## src/inc/scr_pkg.sv

```systemverilog
// Package with register map, field positions and reset values of the sensor register group.
package scr_pkg;
  localparam int unsigned ADDR_W = 7;
  localparam int unsigned DATA_W = 8;
  localparam int unsigned PRESS_W = 24;
  localparam int unsigned THS_W = 16;
  localparam int unsigned RATE_W = 3;
  localparam logic [ADDR_W-1:0] ADDR_CONTROL_TWO = 7'h21;
  localparam logic [ADDR_W-1:0] ADDR_INT_PIN_CONTROL = 7'h22;
  localparam logic [ADDR_W-1:0] ADDR_INT_PIN_ROUTING = 7'h23;
  localparam logic [ADDR_W-1:0] ADDR_DIFF_INT_CONFIG = 7'h24;
  localparam logic [ADDR_W-1:0] ADDR_DIFF_INT_FLAGS = 7'h25;
  localparam logic [ADDR_W-1:0] ADDR_SAMPLE_STATUS = 7'h27;
  localparam logic [ADDR_W-1:0] ADDR_PRESSURE_OUT_LOW = 7'h28;
  localparam logic [ADDR_W-1:0] ADDR_PRESSURE_OUT_TOP = 7'h2A;
  localparam logic [ADDR_W-1:0] ADDR_TEMP_OUT_TOP = 7'h2C;
  localparam logic [DATA_W-1:0] RESET_BYTE = 8'h00;
  // Control register two fields.
  localparam int unsigned C2_REBOOT = 7;
  localparam int unsigned C2_QUEUE_ON = 6;
  localparam int unsigned C2_LEVEL_MARK_ON = 5;
  localparam int unsigned C2_RATE_DECIMATE_1HZ = 4;
  localparam int unsigned C2_I2C_OFF = 3;
  localparam int unsigned C2_SOFT_RESTART = 2;
  localparam int unsigned C2_AUTOZERO = 1;
  localparam int unsigned C2_ONE_SHOT = 0;
  // Interrupt pin control and routing fields.
  localparam int unsigned C3_ACTIVE_LOW = 7;
  localparam int unsigned C3_PAD_DRIVE_TYPE = 6;
  localparam logic [DATA_W-1:0] C3_WRITE_MASK = 8'hC3;
  localparam logic [DATA_W-1:0] C4_WRITE_MASK = 8'h0F;
  localparam int unsigned C4_ROUTE_QUEUE_EMPTY = 3;
  localparam int unsigned C4_ROUTE_LEVEL_MARK = 2;
  localparam int unsigned C4_ROUTE_QUEUE_FULL = 1;
  localparam int unsigned C4_ROUTE_SAMPLE_READY = 0;
  // Differential interrupt configuration and flag fields.
  localparam logic [DATA_W-1:0] CFG_WRITE_MASK = 8'h07;
  localparam int unsigned CFG_REQUEST_LATCH = 2;
  localparam int unsigned CFG_LOW_EVENT_ON = 1;
  localparam int unsigned CFG_HIGH_EVENT_ON = 0;
  localparam int unsigned FLG_ANY = 2;
  localparam int unsigned FLG_LOW = 1;
  localparam int unsigned FLG_HIGH = 0;
  // Sample status fields.
  localparam int unsigned ST_PRESS_OVERRUN = 5;
  localparam int unsigned ST_TEMP_OVERRUN = 4;
  localparam int unsigned ST_PRESS_AVAIL = 1;
  localparam int unsigned ST_TEMP_AVAIL = 0;
  // Threshold counts are 1/16 hPa, pressure counts are 1/4096 hPa: a factor of 256.
  localparam int unsigned THS_TO_PRESS_SHIFT = 8;
  localparam logic [RATE_W-1:0] RATE_ONE_SHOT = 3'h0;
  localparam logic [1:0] SEL_DATA = 2'h0;
  localparam logic [1:0] SEL_HIGH = 2'h1;
  localparam logic [1:0] SEL_LOW = 2'h2;
  localparam logic [1:0] SEL_LOW_OR_HIGH = 2'h3;
  typedef enum logic [1:0] {
    SCR_BOOT_IDLE = 2'b00,
    SCR_BOOT_WAIT = 2'b01,
    SCR_BOOT_DONE = 2'b10
  } scr_boot_t;
endpackage

```

## src/core/scr_regs.sv

```systemverilog
// Control, interrupt and status register group of the barometric sensor.
// Functional notes
// - Reboot bit copies factory trim into trim registers, then clears itself.
// - Trim reload is applied one output-data-rate tick after the reboot bit is set.
// - Soft-restart plus reboot restores power-on configuration; soft-restart clears itself.
// - Queue enable, level-mark enable and 1 Hz decimation enable, all reset to zero.
// - Bit three zero keeps I2C enabled; one disables it leaving SPI only.
// - Autozero copies present pressure into reference; output becomes sensor minus reference.
// - With rate 000, one-shot starts one measurement and clears itself when done.
// - Polarity bit zero makes interrupt pin active high, one active low.
// - Pad drive bit zero gives push-pull, one gives open drain.
// - Source select: 00 data signals, 01 high, 10 low, 11 low or high.
// - Routing register selects queue empty, level mark, queue full, data ready; bits 7-4 zero.
// - Latch bit keeps interrupt flags latched until read; otherwise they follow events.
// - Low-event enable raises request when differential pressure is below threshold.
// - High-event enable raises request when differential pressure is above threshold.
// - Reading the interrupt flag register clears it.
// - Flag bit two any event, bit one low, bit zero high; upper bits zero.
// - Sample status updates every output-data-rate cycle regardless of hold setting.
// - Pressure-available sets on new pressure sample, clears on pressure top read.
// - Temperature-available sets on new temperature sample, clears on temperature top read.
// - Pressure overrun sets when new data meets uncleared flag; cleared by top read.
// - Temperature overrun sets when new data meets uncleared flag; cleared by top read.
// - Pressure output is 24-bit signed, measured minus reference, clipped at range limits.
// - Differential circuit enable gates all threshold event generation.
// - Threshold is 16-bit unsigned in 1/16 hPa steps.
`timescale 1ns/1ps
module scr_regs (
  // Clock and reset.
  input wire logic clock_in,
  input wire logic srst_in,
  // Register access from the serial front end.
  input wire logic [scr_pkg::ADDR_W-1:0] reg_addr_in,
  input wire logic reg_wr_in,
  input wire logic reg_rd_in,
  input wire logic [scr_pkg::DATA_W-1:0] reg_wdata_in,
  output logic [scr_pkg::DATA_W-1:0] reg_rdata_out,
  output logic reg_hit_out,
  // Settings held in neighbouring registers.
  input wire logic [scr_pkg::RATE_W-1:0] rate_sel_in,
  input wire logic diff_circuit_on_in,
  input wire logic [scr_pkg::THS_W-1:0] threshold_in,
  input wire logic [scr_pkg::PRESS_W-1:0] reference_in,
  // Measurement core.
  input wire logic odr_tick_in,
  input wire logic press_sample_in,
  input wire logic temp_sample_in,
  input wire logic [scr_pkg::PRESS_W-1:0] press_raw_in,
  input wire logic queue_empty_in,
  input wire logic queue_level_mark_in,
  input wire logic queue_full_in,
  output logic measure_start_out,
  output logic trim_reload_out,
  output logic device_restart_out,
  output logic reference_load_out,
  output logic [scr_pkg::PRESS_W-1:0] reference_value_out,
  output logic [scr_pkg::PRESS_W-1:0] pressure_out,
  // Mode outputs.
  output logic queue_on_out,
  output logic level_mark_on_out,
  output logic rate_decimate_1hz_out,
  output logic i2c_off_out,
  // Interrupt pin.
  output logic irq_pin_out,
  output logic irq_pin_oe_out
);
  import scr_pkg::*;

  logic [DATA_W-1:0] control_two_reg;
  logic [DATA_W-1:0] int_pin_control_reg;
  logic [DATA_W-1:0] int_pin_routing_reg;
  logic [DATA_W-1:0] diff_int_config_reg;
  logic [DATA_W-1:0] diff_int_flags_reg;
  logic [DATA_W-1:0] sample_status_reg;
  logic [PRESS_W-1:0] pressure_out_reg;
  logic [PRESS_W-1:0] reference_value_reg;
  logic reference_load_reg, autozero_armed_reg, measure_start_reg;
  logic trim_reload_reg, device_restart_reg, one_shot_busy_reg;
  scr_boot_t boot_state_reg;
  scr_boot_t boot_state_next;

  logic wr_c2, rd_flags, rd_press_top, rd_temp_top, boot_finish, restart_now;
  logic [PRESS_W:0] diff_wide;
  logic [PRESS_W-1:0] diff_clip;
  logic signed [PRESS_W:0] ths_pos;
  logic signed [PRESS_W:0] ths_neg;
  logic high_event, low_event, any_event, data_signal, source_level;

  assign wr_c2 = reg_wr_in && (reg_addr_in == ADDR_CONTROL_TWO);
  assign rd_flags = reg_rd_in && (reg_addr_in == ADDR_DIFF_INT_FLAGS);
  assign rd_press_top = reg_rd_in && (reg_addr_in == ADDR_PRESSURE_OUT_TOP);
  assign rd_temp_top = reg_rd_in && (reg_addr_in == ADDR_TEMP_OUT_TOP);

  // Reboot sequence waits for a rate tick, then finishes.
  always_comb begin
    boot_state_next = boot_state_reg;
    unique case (boot_state_reg)
      SCR_BOOT_IDLE: begin
        if (control_two_reg[C2_REBOOT]) begin
          boot_state_next = SCR_BOOT_WAIT;
        end
      end
      SCR_BOOT_WAIT: begin
        if (odr_tick_in) begin
          boot_state_next = SCR_BOOT_DONE;
        end
      end
      SCR_BOOT_DONE: begin
        boot_state_next = SCR_BOOT_IDLE;
      end
      default: begin
        boot_state_next = SCR_BOOT_IDLE;
      end
    endcase
  end

  assign boot_finish = (boot_state_reg == SCR_BOOT_DONE);
  assign restart_now = boot_finish && control_two_reg[C2_SOFT_RESTART];

  always_ff @(posedge clock_in) begin
    if (srst_in) begin
      boot_state_reg <= SCR_BOOT_IDLE;
    end else begin
      boot_state_reg <= boot_state_next;
    end
  end

  always_ff @(posedge clock_in) begin
    if (srst_in) begin
      trim_reload_reg <= 1'b0;
      device_restart_reg <= 1'b0;
    end else begin
      trim_reload_reg <= boot_finish;
      device_restart_reg <= restart_now;
    end
  end

  // Control register two with self-clearing reboot, restart and one-shot bits.
  always_ff @(posedge clock_in) begin
    if (srst_in || restart_now) begin
      control_two_reg <= RESET_BYTE;
    end else begin
      if (wr_c2) begin
        control_two_reg <= reg_wdata_in;
      end
      if (boot_finish) begin
        control_two_reg[C2_REBOOT] <= 1'b0;
      end
      if (one_shot_busy_reg && press_sample_in) begin
        control_two_reg[C2_ONE_SHOT] <= 1'b0;
      end
    end
  end

  // One-shot start pulse, only in the one-shot rate setting.
  always_ff @(posedge clock_in) begin
    if (srst_in || restart_now) begin
      one_shot_busy_reg <= 1'b0;
      measure_start_reg <= 1'b0;
    end else begin
      measure_start_reg <= 1'b0;
      if (one_shot_busy_reg) begin
        if (press_sample_in) begin
          one_shot_busy_reg <= 1'b0;
        end
      end else if (control_two_reg[C2_ONE_SHOT] && rate_sel_in == RATE_ONE_SHOT) begin
        one_shot_busy_reg <= 1'b1;
        measure_start_reg <= 1'b1;
      end
    end
  end

  // Pin control and routing registers; reserved bits are never stored.
  always_ff @(posedge clock_in) begin
    if (srst_in || restart_now) begin
      int_pin_control_reg <= RESET_BYTE;
      int_pin_routing_reg <= RESET_BYTE;
      diff_int_config_reg <= RESET_BYTE;
    end else if (reg_wr_in) begin
      if (reg_addr_in == ADDR_INT_PIN_CONTROL) begin
        int_pin_control_reg <= reg_wdata_in & C3_WRITE_MASK;
      end
      if (reg_addr_in == ADDR_INT_PIN_ROUTING) begin
        int_pin_routing_reg <= reg_wdata_in & C4_WRITE_MASK;
      end
      if (reg_addr_in == ADDR_DIFF_INT_CONFIG) begin
        diff_int_config_reg <= reg_wdata_in & CFG_WRITE_MASK;
      end
    end
  end

  // Measured minus reference, clipped to the signed 24-bit range.
  always_comb begin
    diff_wide = {press_raw_in[PRESS_W-1], press_raw_in} - {reference_in[PRESS_W-1], reference_in};
    diff_clip = diff_wide[PRESS_W-1:0];
    if (diff_wide[PRESS_W] != diff_wide[PRESS_W-1]) begin
      diff_clip = {diff_wide[PRESS_W], {(PRESS_W-1){~diff_wide[PRESS_W]}}};
    end
  end

  // Autozero captures the raw value at the first sample after the bit rises.
  always_ff @(posedge clock_in) begin
    if (srst_in || restart_now) begin
      autozero_armed_reg <= 1'b0;
      reference_load_reg <= 1'b0;
      reference_value_reg <= '0;
    end else begin
      reference_load_reg <= 1'b0;
      if (!control_two_reg[C2_AUTOZERO]) begin
        autozero_armed_reg <= 1'b1;
      end else if (autozero_armed_reg && press_sample_in) begin
        autozero_armed_reg <= 1'b0;
        reference_load_reg <= 1'b1;
        reference_value_reg <= press_raw_in;
      end
    end
  end

  always_ff @(posedge clock_in) begin
    if (srst_in || restart_now) begin
      pressure_out_reg <= '0;
    end else if (press_sample_in) begin
      if (control_two_reg[C2_AUTOZERO] && autozero_armed_reg) begin
        pressure_out_reg <= '0;
      end else begin
        pressure_out_reg <= diff_clip;
      end
    end
  end

  // Threshold compare on the differential value.
  assign ths_pos = $signed({{(PRESS_W+1-THS_W-THS_TO_PRESS_SHIFT){1'b0}}, threshold_in,
                            {THS_TO_PRESS_SHIFT{1'b0}}});
  assign ths_neg = -ths_pos;
  assign high_event = diff_circuit_on_in && press_sample_in && diff_int_config_reg[CFG_HIGH_EVENT_ON]
                      && ($signed(diff_wide) > ths_pos);
  assign low_event = diff_circuit_on_in && press_sample_in && diff_int_config_reg[CFG_LOW_EVENT_ON]
                     && ($signed(diff_wide) < ths_neg);
  assign any_event = high_event || low_event;

  // Event flags: latched until read, or refreshed on every pressure sample; a set beats a read.
  always_ff @(posedge clock_in) begin
    if (srst_in || restart_now) begin
      diff_int_flags_reg <= RESET_BYTE;
    end else if (diff_int_config_reg[CFG_REQUEST_LATCH]) begin
      if (rd_flags) begin
        diff_int_flags_reg <= RESET_BYTE;
      end
      if (any_event) begin
        diff_int_flags_reg[FLG_ANY] <= 1'b1;
      end
      if (high_event) begin
        diff_int_flags_reg[FLG_HIGH] <= 1'b1;
      end
      if (low_event) begin
        diff_int_flags_reg[FLG_LOW] <= 1'b1;
      end
    end else if (press_sample_in) begin
      diff_int_flags_reg <= RESET_BYTE;
      diff_int_flags_reg[FLG_ANY] <= any_event;
      diff_int_flags_reg[FLG_HIGH] <= high_event;
      diff_int_flags_reg[FLG_LOW] <= low_event;
    end else if (rd_flags) begin
      diff_int_flags_reg <= RESET_BYTE;
    end
  end

  // Sample status; a new sample wins over a read in the same cycle.
  always_ff @(posedge clock_in) begin
    if (srst_in || restart_now) begin
      sample_status_reg <= RESET_BYTE;
    end else begin
      if (rd_press_top) begin
        sample_status_reg[ST_PRESS_AVAIL] <= 1'b0;
        sample_status_reg[ST_PRESS_OVERRUN] <= 1'b0;
      end
      if (rd_temp_top) begin
        sample_status_reg[ST_TEMP_AVAIL] <= 1'b0;
        sample_status_reg[ST_TEMP_OVERRUN] <= 1'b0;
      end
      if (press_sample_in) begin
        sample_status_reg[ST_PRESS_AVAIL] <= 1'b1;
        if (sample_status_reg[ST_PRESS_AVAIL]) begin
          sample_status_reg[ST_PRESS_OVERRUN] <= 1'b1;
        end
      end
      if (temp_sample_in) begin
        sample_status_reg[ST_TEMP_AVAIL] <= 1'b1;
        if (sample_status_reg[ST_TEMP_AVAIL]) begin
          sample_status_reg[ST_TEMP_OVERRUN] <= 1'b1;
        end
      end
    end
  end

  // Read multiplexer; unmapped addresses read zero and report no hit.
  always_comb begin
    reg_rdata_out = RESET_BYTE;
    reg_hit_out = 1'b1;
    unique case (reg_addr_in)
      ADDR_CONTROL_TWO: reg_rdata_out = control_two_reg;
      ADDR_INT_PIN_CONTROL: reg_rdata_out = int_pin_control_reg;
      ADDR_INT_PIN_ROUTING: reg_rdata_out = int_pin_routing_reg;
      ADDR_DIFF_INT_CONFIG: reg_rdata_out = diff_int_config_reg;
      ADDR_DIFF_INT_FLAGS: reg_rdata_out = diff_int_flags_reg;
      ADDR_SAMPLE_STATUS: reg_rdata_out = sample_status_reg;
      ADDR_PRESSURE_OUT_LOW: reg_rdata_out = pressure_out_reg[DATA_W-1:0];
      default: reg_hit_out = 1'b0;
    endcase
  end

  // Interrupt pin source, polarity and drive.
  assign data_signal = (int_pin_routing_reg[C4_ROUTE_QUEUE_EMPTY] && queue_empty_in)
    || (int_pin_routing_reg[C4_ROUTE_LEVEL_MARK] && queue_level_mark_in)
    || (int_pin_routing_reg[C4_ROUTE_QUEUE_FULL] && queue_full_in)
    || (int_pin_routing_reg[C4_ROUTE_SAMPLE_READY] && sample_status_reg[ST_PRESS_AVAIL]);

  always_comb begin
    unique case (int_pin_control_reg[1:0])
      SEL_DATA: source_level = data_signal;
      SEL_HIGH: source_level = diff_int_flags_reg[FLG_HIGH];
      SEL_LOW: source_level = diff_int_flags_reg[FLG_LOW];
      SEL_LOW_OR_HIGH: source_level = diff_int_flags_reg[FLG_HIGH] || diff_int_flags_reg[FLG_LOW];
    endcase
  end

  always_ff @(posedge clock_in) begin
    if (srst_in) begin
      irq_pin_out <= 1'b0;
      irq_pin_oe_out <= 1'b1;
    end else begin
      irq_pin_out <= source_level ^ int_pin_control_reg[C3_ACTIVE_LOW];
      if (int_pin_control_reg[C3_PAD_DRIVE_TYPE]) begin
        irq_pin_oe_out <= source_level;
      end else begin
        irq_pin_oe_out <= 1'b1;
      end
    end
  end

  assign measure_start_out = measure_start_reg;
  assign trim_reload_out = trim_reload_reg;
  assign device_restart_out = device_restart_reg;
  assign reference_load_out = reference_load_reg;
  assign reference_value_out = reference_value_reg;
  assign pressure_out = pressure_out_reg;
  assign queue_on_out = control_two_reg[C2_QUEUE_ON];
  assign level_mark_on_out = control_two_reg[C2_LEVEL_MARK_ON];
  assign rate_decimate_1hz_out = control_two_reg[C2_RATE_DECIMATE_1HZ];
  assign i2c_off_out = control_two_reg[C2_I2C_OFF];
endmodule

```

## config.mk

```make
export PLATFORM = sky130hd
export DESIGN_NAME = scr_regs
export DESIGN_NICKNAME = d
export VERILOG_FILES = /design/src/inc/scr_pkg.sv /design/src/core/scr_regs.sv
export SDC_FILE = /design/constraint.sdc
export NUM_CORES = 1
export LEC_CHECK = 0
export CORE_MARGIN = 1
export CORE_UTILIZATION = 65
export DETAILED_ROUTE_END_ITERATION = 8
export DONT_BUFFER_PORTS = 1
export PLACE_DENSITY_LB_ADDON = 0.25
export REMOVE_ABC_BUFFERS = 1
export SLEW_MARGIN = 20
export SYNTH_ARGS = -nofsm -noshare
export SYNTH_HDL_FRONTEND = slang
export SYNTH_SLANG_ARGS = --single-unit
```

## constraint.sdc

```tcl
create_clock -name clock_in -period 4.6 [get_ports clock_in]
set_clock_uncertainty 0.15 [all_clocks]
set_input_delay 0.46 -clock clock_in [delete_from_list [all_inputs] [get_ports clock_in]]
set_output_delay 0.46 -clock clock_in [all_outputs]
set_load 0.02 [all_outputs]
```

== Yosys cells after proc, flatten, opt, wreduce, memory -nomap -nowiden ==
Cells that the tools add are included.

* Reductions and logical operators: 40
* Add/subtract/negate cells: 2
* Bitwise operators: 4
* Magnitude comparators: 2
* Mux-type cells: 30
* Equal/unequal tests: 18

{| class="wikitable"
|+ Operators with widths
! cell !! count
|-
| 7-bit by 6-bit == test with 1-bit output (second input constant) || 9
|-
| 8-bit case mux with 7 select lines || 1
|-
| 24-bit 2-to-1 mux || 2
|-
| 25-bit greater-than comparator || 1
|-
| 25-bit less-than comparator || 1
|-
| 24-bit negation with 25-bit output || 1
|-
| 24-bit by 24-bit subtractor with 25-bit output || 1
|-
| 8-bit 2-to-1 mux || 3
|-
| 1-bit 2-to-1 mux || 20
|-
| 1-bit logical AND || 18
|-
| 2-bit AND reduction || 5
|-
| 2-bit OR reduction || 5
|-
| 7-bit OR reduction || 1
|-
| 2-bit == test (second input constant) || 3
|-
| 1-bit logical OR || 6
|-
| 2-bit by 1-bit == test with 1-bit output (second input constant) || 2
|-
| 2-bit logical NOT || 2
|-
| 2-bit 2-to-1 mux || 2
|-
| 2-bit inequality test (second input constant) || 2
|-
| 1-bit case mux with 4 select lines || 1
|-
| 2-bit case mux with 2 select lines || 1
|-
| 2-bit nonzero test || 2
|-
| 3-bit logical NOT || 1
|-
| 1-bit inverter || 3
|-
| other kinds (3) || 3
|}

* Output and inout port bits: 67
* Input bits: 93
* Logic and storage cells: 117
* Bits in registers: 89

== Logic depth before layout (Yosys ltp) ==
* Depth after elaboration: 6
* Depth in mapped cells: 20

== Least setup slack after synthesis ==
Ideal clock, no wire load.

* Path kind: input-to-reg
* From: in press_raw_in[0] in the netlist's numbering
* To: reg diff_int_flags_reg[2]
* Data arrival time: 3991 ps
* Cell stages on the path: 19
* Data required time: 4317 ps
* Path buffers: 0
* Slack: 326 ps
* Cell sequence: inv_1 -> ha_1 -> inv_1 -> fa_1 -> nand2_1 -> a21oi_1 -> o221a_2 -> a2111oi_4 -> nor3_2 -> and2b_4 -> xnor2_1 -> ha_1 -> nand4b_1 -> nor4_1 -> nand4_1 -> or4_1 -> or3_1 -> o211ai_1 -> o22ai_1

* Cells in the longest elaborated chain, start to end: 6

{| class="wikitable"
|+ RTL lines
! element !! RTL line !! text
|-
| start: declaration || scr_regs.sv:48 || <nowiki>input wire logic [scr_pkg::PRESS_W-1:0] press_raw_in,</nowiki>
|-
| 24-bit by 24-bit subtractor with 25-bit output * || scr_regs.sv:194 || <nowiki>diff_wide = {press_raw_in[PRESS_W-1], press_raw_in} - {reference_in[PRESS_W-1], reference_in};</nowiki>
|-
| 25-bit greater-than comparator / 25-bit less-than comparator (equally long branches) || scr_regs.sv:236, scr_regs.sv:238 ||
|-
| 1-bit logical AND (on tied branches) || scr_regs.sv:236, scr_regs.sv:238 ||
|-
| 1-bit logical OR * || scr_regs.sv:239 || <nowiki>assign any_event = high_event || low_event;</nowiki>
|-
| 8-bit 2-to-1 mux / 1-bit 2-to-1 mux (equally long branches) || scr_regs.sv:258, scr_regs.sv:249 ||
|-
| 8-bit 2-to-1 mux * || scr_regs.sv:245 || <nowiki>end else if (diff_int_config_reg[CFG_REQUEST_LATCH]) begin</nowiki>
|-
| end signal: indexed assignment || scr_regs.sv:260 || <nowiki>diff_int_flags_reg[FLG_ANY] <= any_event;</nowiki>
|-
| end signal: indexed assignment || scr_regs.sv:261 || <nowiki>diff_int_flags_reg[FLG_HIGH] <= high_event;</nowiki>
|-
| end signal: indexed assignment || scr_regs.sv:262 || <nowiki>diff_int_flags_reg[FLG_LOW] <= low_event;</nowiki>
|-
| end: declaration || scr_regs.sv:73 || <nowiki>logic [DATA_W-1:0] diff_int_flags_reg;</nowiki>
|}

Mark *: on every way between the ends. The rest lies on a longest branch, timed or not.
A chain may end at the register's enable or synchronous reset.

== Final worst setup path ==
Ends and elaborated chain as after synthesis.

==> out/summary.md <==
The run finished with clean final reports. Synthesis handed over a netlist of 705 instances. Entering global routing, the biggest net connects 55 pins. For the worst setup path, the data required time is 4.69 ns.

The tightest slew margin relative to the limit was 0.310. Including well taps, the total number of placed cells is 799. Largest fanout of any net on the critical path: 5. The finished layout holds 816 standard cells, fillers aside. Among all stages on the critical path, the largest delay is contributed by sky130_fd_sc_hd__fa_1. The final design instance area without fill is 0.00612 sq mm, and the overall via count from detail_route is 5390. The synthesized netlist contains 65 unique library cells. The run gives 0 as the total number of yosys warnings.

The maximum vdd ir drop was 0.185 mV; the number of ports placed on the die boundary was 160. The number of cells upsized or downsized after cts came out at 0. The via count of the first global-routing pass is 5044, and the all-layer global routing usage is 0.347. Top achievable clock speed: 234 MHz. The combinational power share was 0.264. The leakage power figure is 2.68 nW. The share of flip-flops with an asynchronous set or reset is 0. After detailed routing, the wire length on met1 is 7360 um. The area of the placeable core is 0.00868 sq mm, and the area after detailed placement is 0.00592 sq mm. The switching portion of total power is 0.366, and the pre-CTS setup slack is -0.0644 ns.

The clock reaches the later pin of the worst-skew pair after 0.37 ns. 0 antenna diodes ended up in the layout. The initialized floorplan defines 34 standard-cell rows. The worst hold margin came out at 0.0308 ns. The highest layer touched by signal routing is met4. The tightest min-delay check is of the in -> reg type.

The share of cells above drive strength 1 was 0.0621; the slew at the pin with the worst max-slew slack was 1.03 ns. The die covers 0.00933 sq mm. Endpoint kind of the worst setup timing path: a flop. The run gives 0 as the total count of hold-check failures in the final report.

After clock tree synthesis, the clock-pin slew on the worst setup and hold paths is 0.10 ns. The nature of the critical path startpoint was an input pin. Counting the buffers created by CTS gives 9. Summing every instance area after synthesis gives 0.00582 sq mm. Among all flip-flop cells after synthesis, the most frequent one is sky130_fd_sc_hd__dfxtp_1. The run gives 89 as the number of clock sinks seen by CTS. The critical path's largest stage delay is 0.40 ns, and the clock share of power is 0.279. In this run the vertical extent of the chip is 96.6 um.

Detailed placement finished with a half-perimeter wire length of 12800 um. For this run, the detailed router's first-pass iteration total came to 5. The area overhead of the layout relative to synthesis is 5.25%, and the final number of max-transition violations is 0.

Buffers placed on the I/O ports in this run total 0. The data arrival time of the worst path was 4.35 ns; the synthesized area per cell was 8.25 sq um. The clock period minus worst slack works out to 4.27 ns. The die is 96.6 um wide.

The tree is rooted in a sky130_fd_sc_hd__clkbuf_8. After detailed routing, the average wire length per cell comes to 20.0 um. After detailed routing, the number of vias per cell comes to 6.61. Cell internal power was estimated by the tool at 1.24 mW.

The number of enable flip-flop cells after synthesis was 0. Traced cell by cell, the critical path runs through inv_1 -> ha_1 -> inv_1 -> fa_1 -> nand2_1 -> a21oi_1 -> o221a_2 -> a211oi_1 -> or3_1 -> a31oi_1 -> xnor2_1 -> ha_1 -> nand3_1 -> nor4_1 -> nand4_1 -> or4_1 -> or3_1 -> o211ai_1 -> o22ai_1. Setup slack on the critical path of the routed design comes to 0.331 ns. For the sequential power share, the log shows 0.457. For the count of maximum capacitance violations, the log shows 0.

The number of routed nets with antenna violations is 0. Initial antenna violation count: 0. In the final layout, the multi-input gates occupy 0.00374 sq mm.

The most common library cell in the layout ignoring fill and taps is sky130_fd_sc_hd__dfxtp_1. Summed over all nets, wire length on met2 after detailed routing comes to 7320 um. The final worst-path cycle share was 0.928; the net switching power was 0.715 mW.

The effective utilization at floorplan came out at 0.670. The final core utilization was 0.705; the count of endpoints failing setup in the final report was 0. The tools report the proportion of synthesized chip area in sequential cells as 0.306.

The tools report the number of setup buffers added after CTS as 0. The final net count is 853, and the remaining global-route overflow is 0. TritonCTS built the clock tree. The final layout contains routed wiring with a total length of 16300 um. The area taken by flip-flops and latches is 0.00178 sq mm, and the DRC violation total after the first TritonRoute iteration is 413.

Setup slack on the worst reg-to-reg path comes out at 2.38 ns. The power per cell area was 319 mW/mm^2. The worst setup path is of the in -> reg kind. In the layout the commonest cells are sky130_fd_sc_hd__dfxtp_1, sky130_fd_sc_hd__nand2_1, sky130_fd_sc_hd__a21oi_1. The last weighted congestion value of the routability-driven placer was 0.985; the total number of H-tree levels was 3. No sink is reached through more buffers than the 2 on the longest clock path. Setup repair after global routing left no endpoint under its margin. The met3 wire length is 1310 um. Number of fill cells: 720. The first global-routing pass estimated 24400 um of wire. For this run, design rule violations remaining after detail routing come to 0. Synthesis inferred 89 register bits.
[worst max-delay path, delay by kind of cell]
kind | cells | cell delay (ns)
and+or+nand+nor | 7 | 1.57
AOI/OAI and AO/OA | 6 | 1.15
adders and majority gates | 3 | 0.75
xor gates and xnor gates | 1 | 0.34
buffers and inverters | 2 | 0.10
[kinds of logic after synthesis]
logic type | Yosys count | share of synthesized area
compound gates | 185 | 0.223
xor+xnor | 33 | 0.0521
fa+ha+maj | 57 | 0.124
buf+inv | 76 | 0.0516
flops | 89 | 0.306
mux | 20 | 0.0349
simple gates | 245 | 0.208
[area by class of cell]
cell class / instances / area share
tap: 108 / 0.0221
inverter: 54 / 0.0331
multi-input combinational: 540 / 0.610
sequential: 89 / 0.291
clock inverter: 7 / 0.0117
clock buffer: 9 / 0.0202
timing repair buffer: 9 / 0.0114
[power groups by stage]
stage,sequential (mW),combinational (mW),clock [mW]
after floorplan,0.896,0.366,0
after global placement,0.908,0.487,0
after detailed placement,0.910,0.501,0
after CTS,0.892,0.505,0.547
after global routing,0.898,0.569,0.574
final,0.892,0.515,0.543
[stage by stage]
step | TNS (ns) | total power, mW
after floorplan | 0 | 1.26
after global placement | 0 | 1.40
after detailed placement | -0.0711 | 1.41
after CTS | 0 | 1.94
after global routing | 0 | 2.04
final | 0 | 1.95
[layer usage]
layer / global-route usage / vias up
li1: - / 2551
met1: 0.463 / 2551
met2: 0.559 / 258
met3: 0.0649 / 30
met4: 0.126 / 0
met5: 0 / -
[final timing paths]
check	start	endpoint	cells past startpoint
setup / recovery	press_raw_in[0]	diff_int_flags_reg[2]	19
hold / removal	press_sample_in	control_two_reg[0]	1
setup reg to reg	boot_state_reg[1]	pressure_out[20]	6
hold reg to reg	int_pin_control_reg[6]	irq_pin_oe_out	1
[cell usage after synthesis (5+ instances only)]
cell / number / area [sq um]
sky130_fd_sc_hd__nor2b_1: 12 / 75.1
sky130_fd_sc_hd__dfxtp_1: 89 / 1780
sky130_fd_sc_hd__xnor2_1: 20 / 175
sky130_fd_sc_hd__inv_1: 54 / 203
sky130_fd_sc_hd__a22oi_1: 10 / 75.1
sky130_fd_sc_hd__mux2i_1: 18 / 180
sky130_fd_sc_hd__ha_1: 56 / 701
sky130_fd_sc_hd__nor3_1: 15 / 75.1
sky130_fd_sc_hd__a22o_1: 5 / 43.8
sky130_fd_sc_hd__a21o_1: 13 / 97.6
sky130_fd_sc_hd__a31oi_1: 7 / 43.8
sky130_fd_sc_hd__xor2_1: 12 / 105
sky130_fd_sc_hd__nand3_1: 17 / 85.1
sky130_fd_sc_hd__and2_1: 5 / 31.3
sky130_fd_sc_hd__or3_1: 7 / 43.8
sky130_fd_sc_hd__clkbuf_1: 19 / 71.3
sky130_fd_sc_hd__nand2b_1: 7 / 43.8
sky130_fd_sc_hd__a21oi_1: 60 / 300
sky130_fd_sc_hd__a221o_1: 26 / 260
sky130_fd_sc_hd__nor2_1: 48 / 180
sky130_fd_sc_hd__o21a_1: 8 / 60.1
sky130_fd_sc_hd__a221oi_1: 5 / 43.8
sky130_fd_sc_hd__nand3b_1: 6 / 45.0
sky130_fd_sc_hd__nand4_1: 9 / 56.3
sky130_fd_sc_hd__o21ai_0: 23 / 115
sky130_fd_sc_hd__nand2_1: 87 / 327
sky130_fd_sc_hd__and3_1: 10 / 62.6
[timing repair]
| item | CTS | global route |
|---|---|---|
| endpoints found under the hold margin | 5 | 0 |
| endpoints found under the setup margin | 0 | 1 |
| hold buffers | 1 | 0 |
No activity file was read; power rests on OpenSTA's default activity.
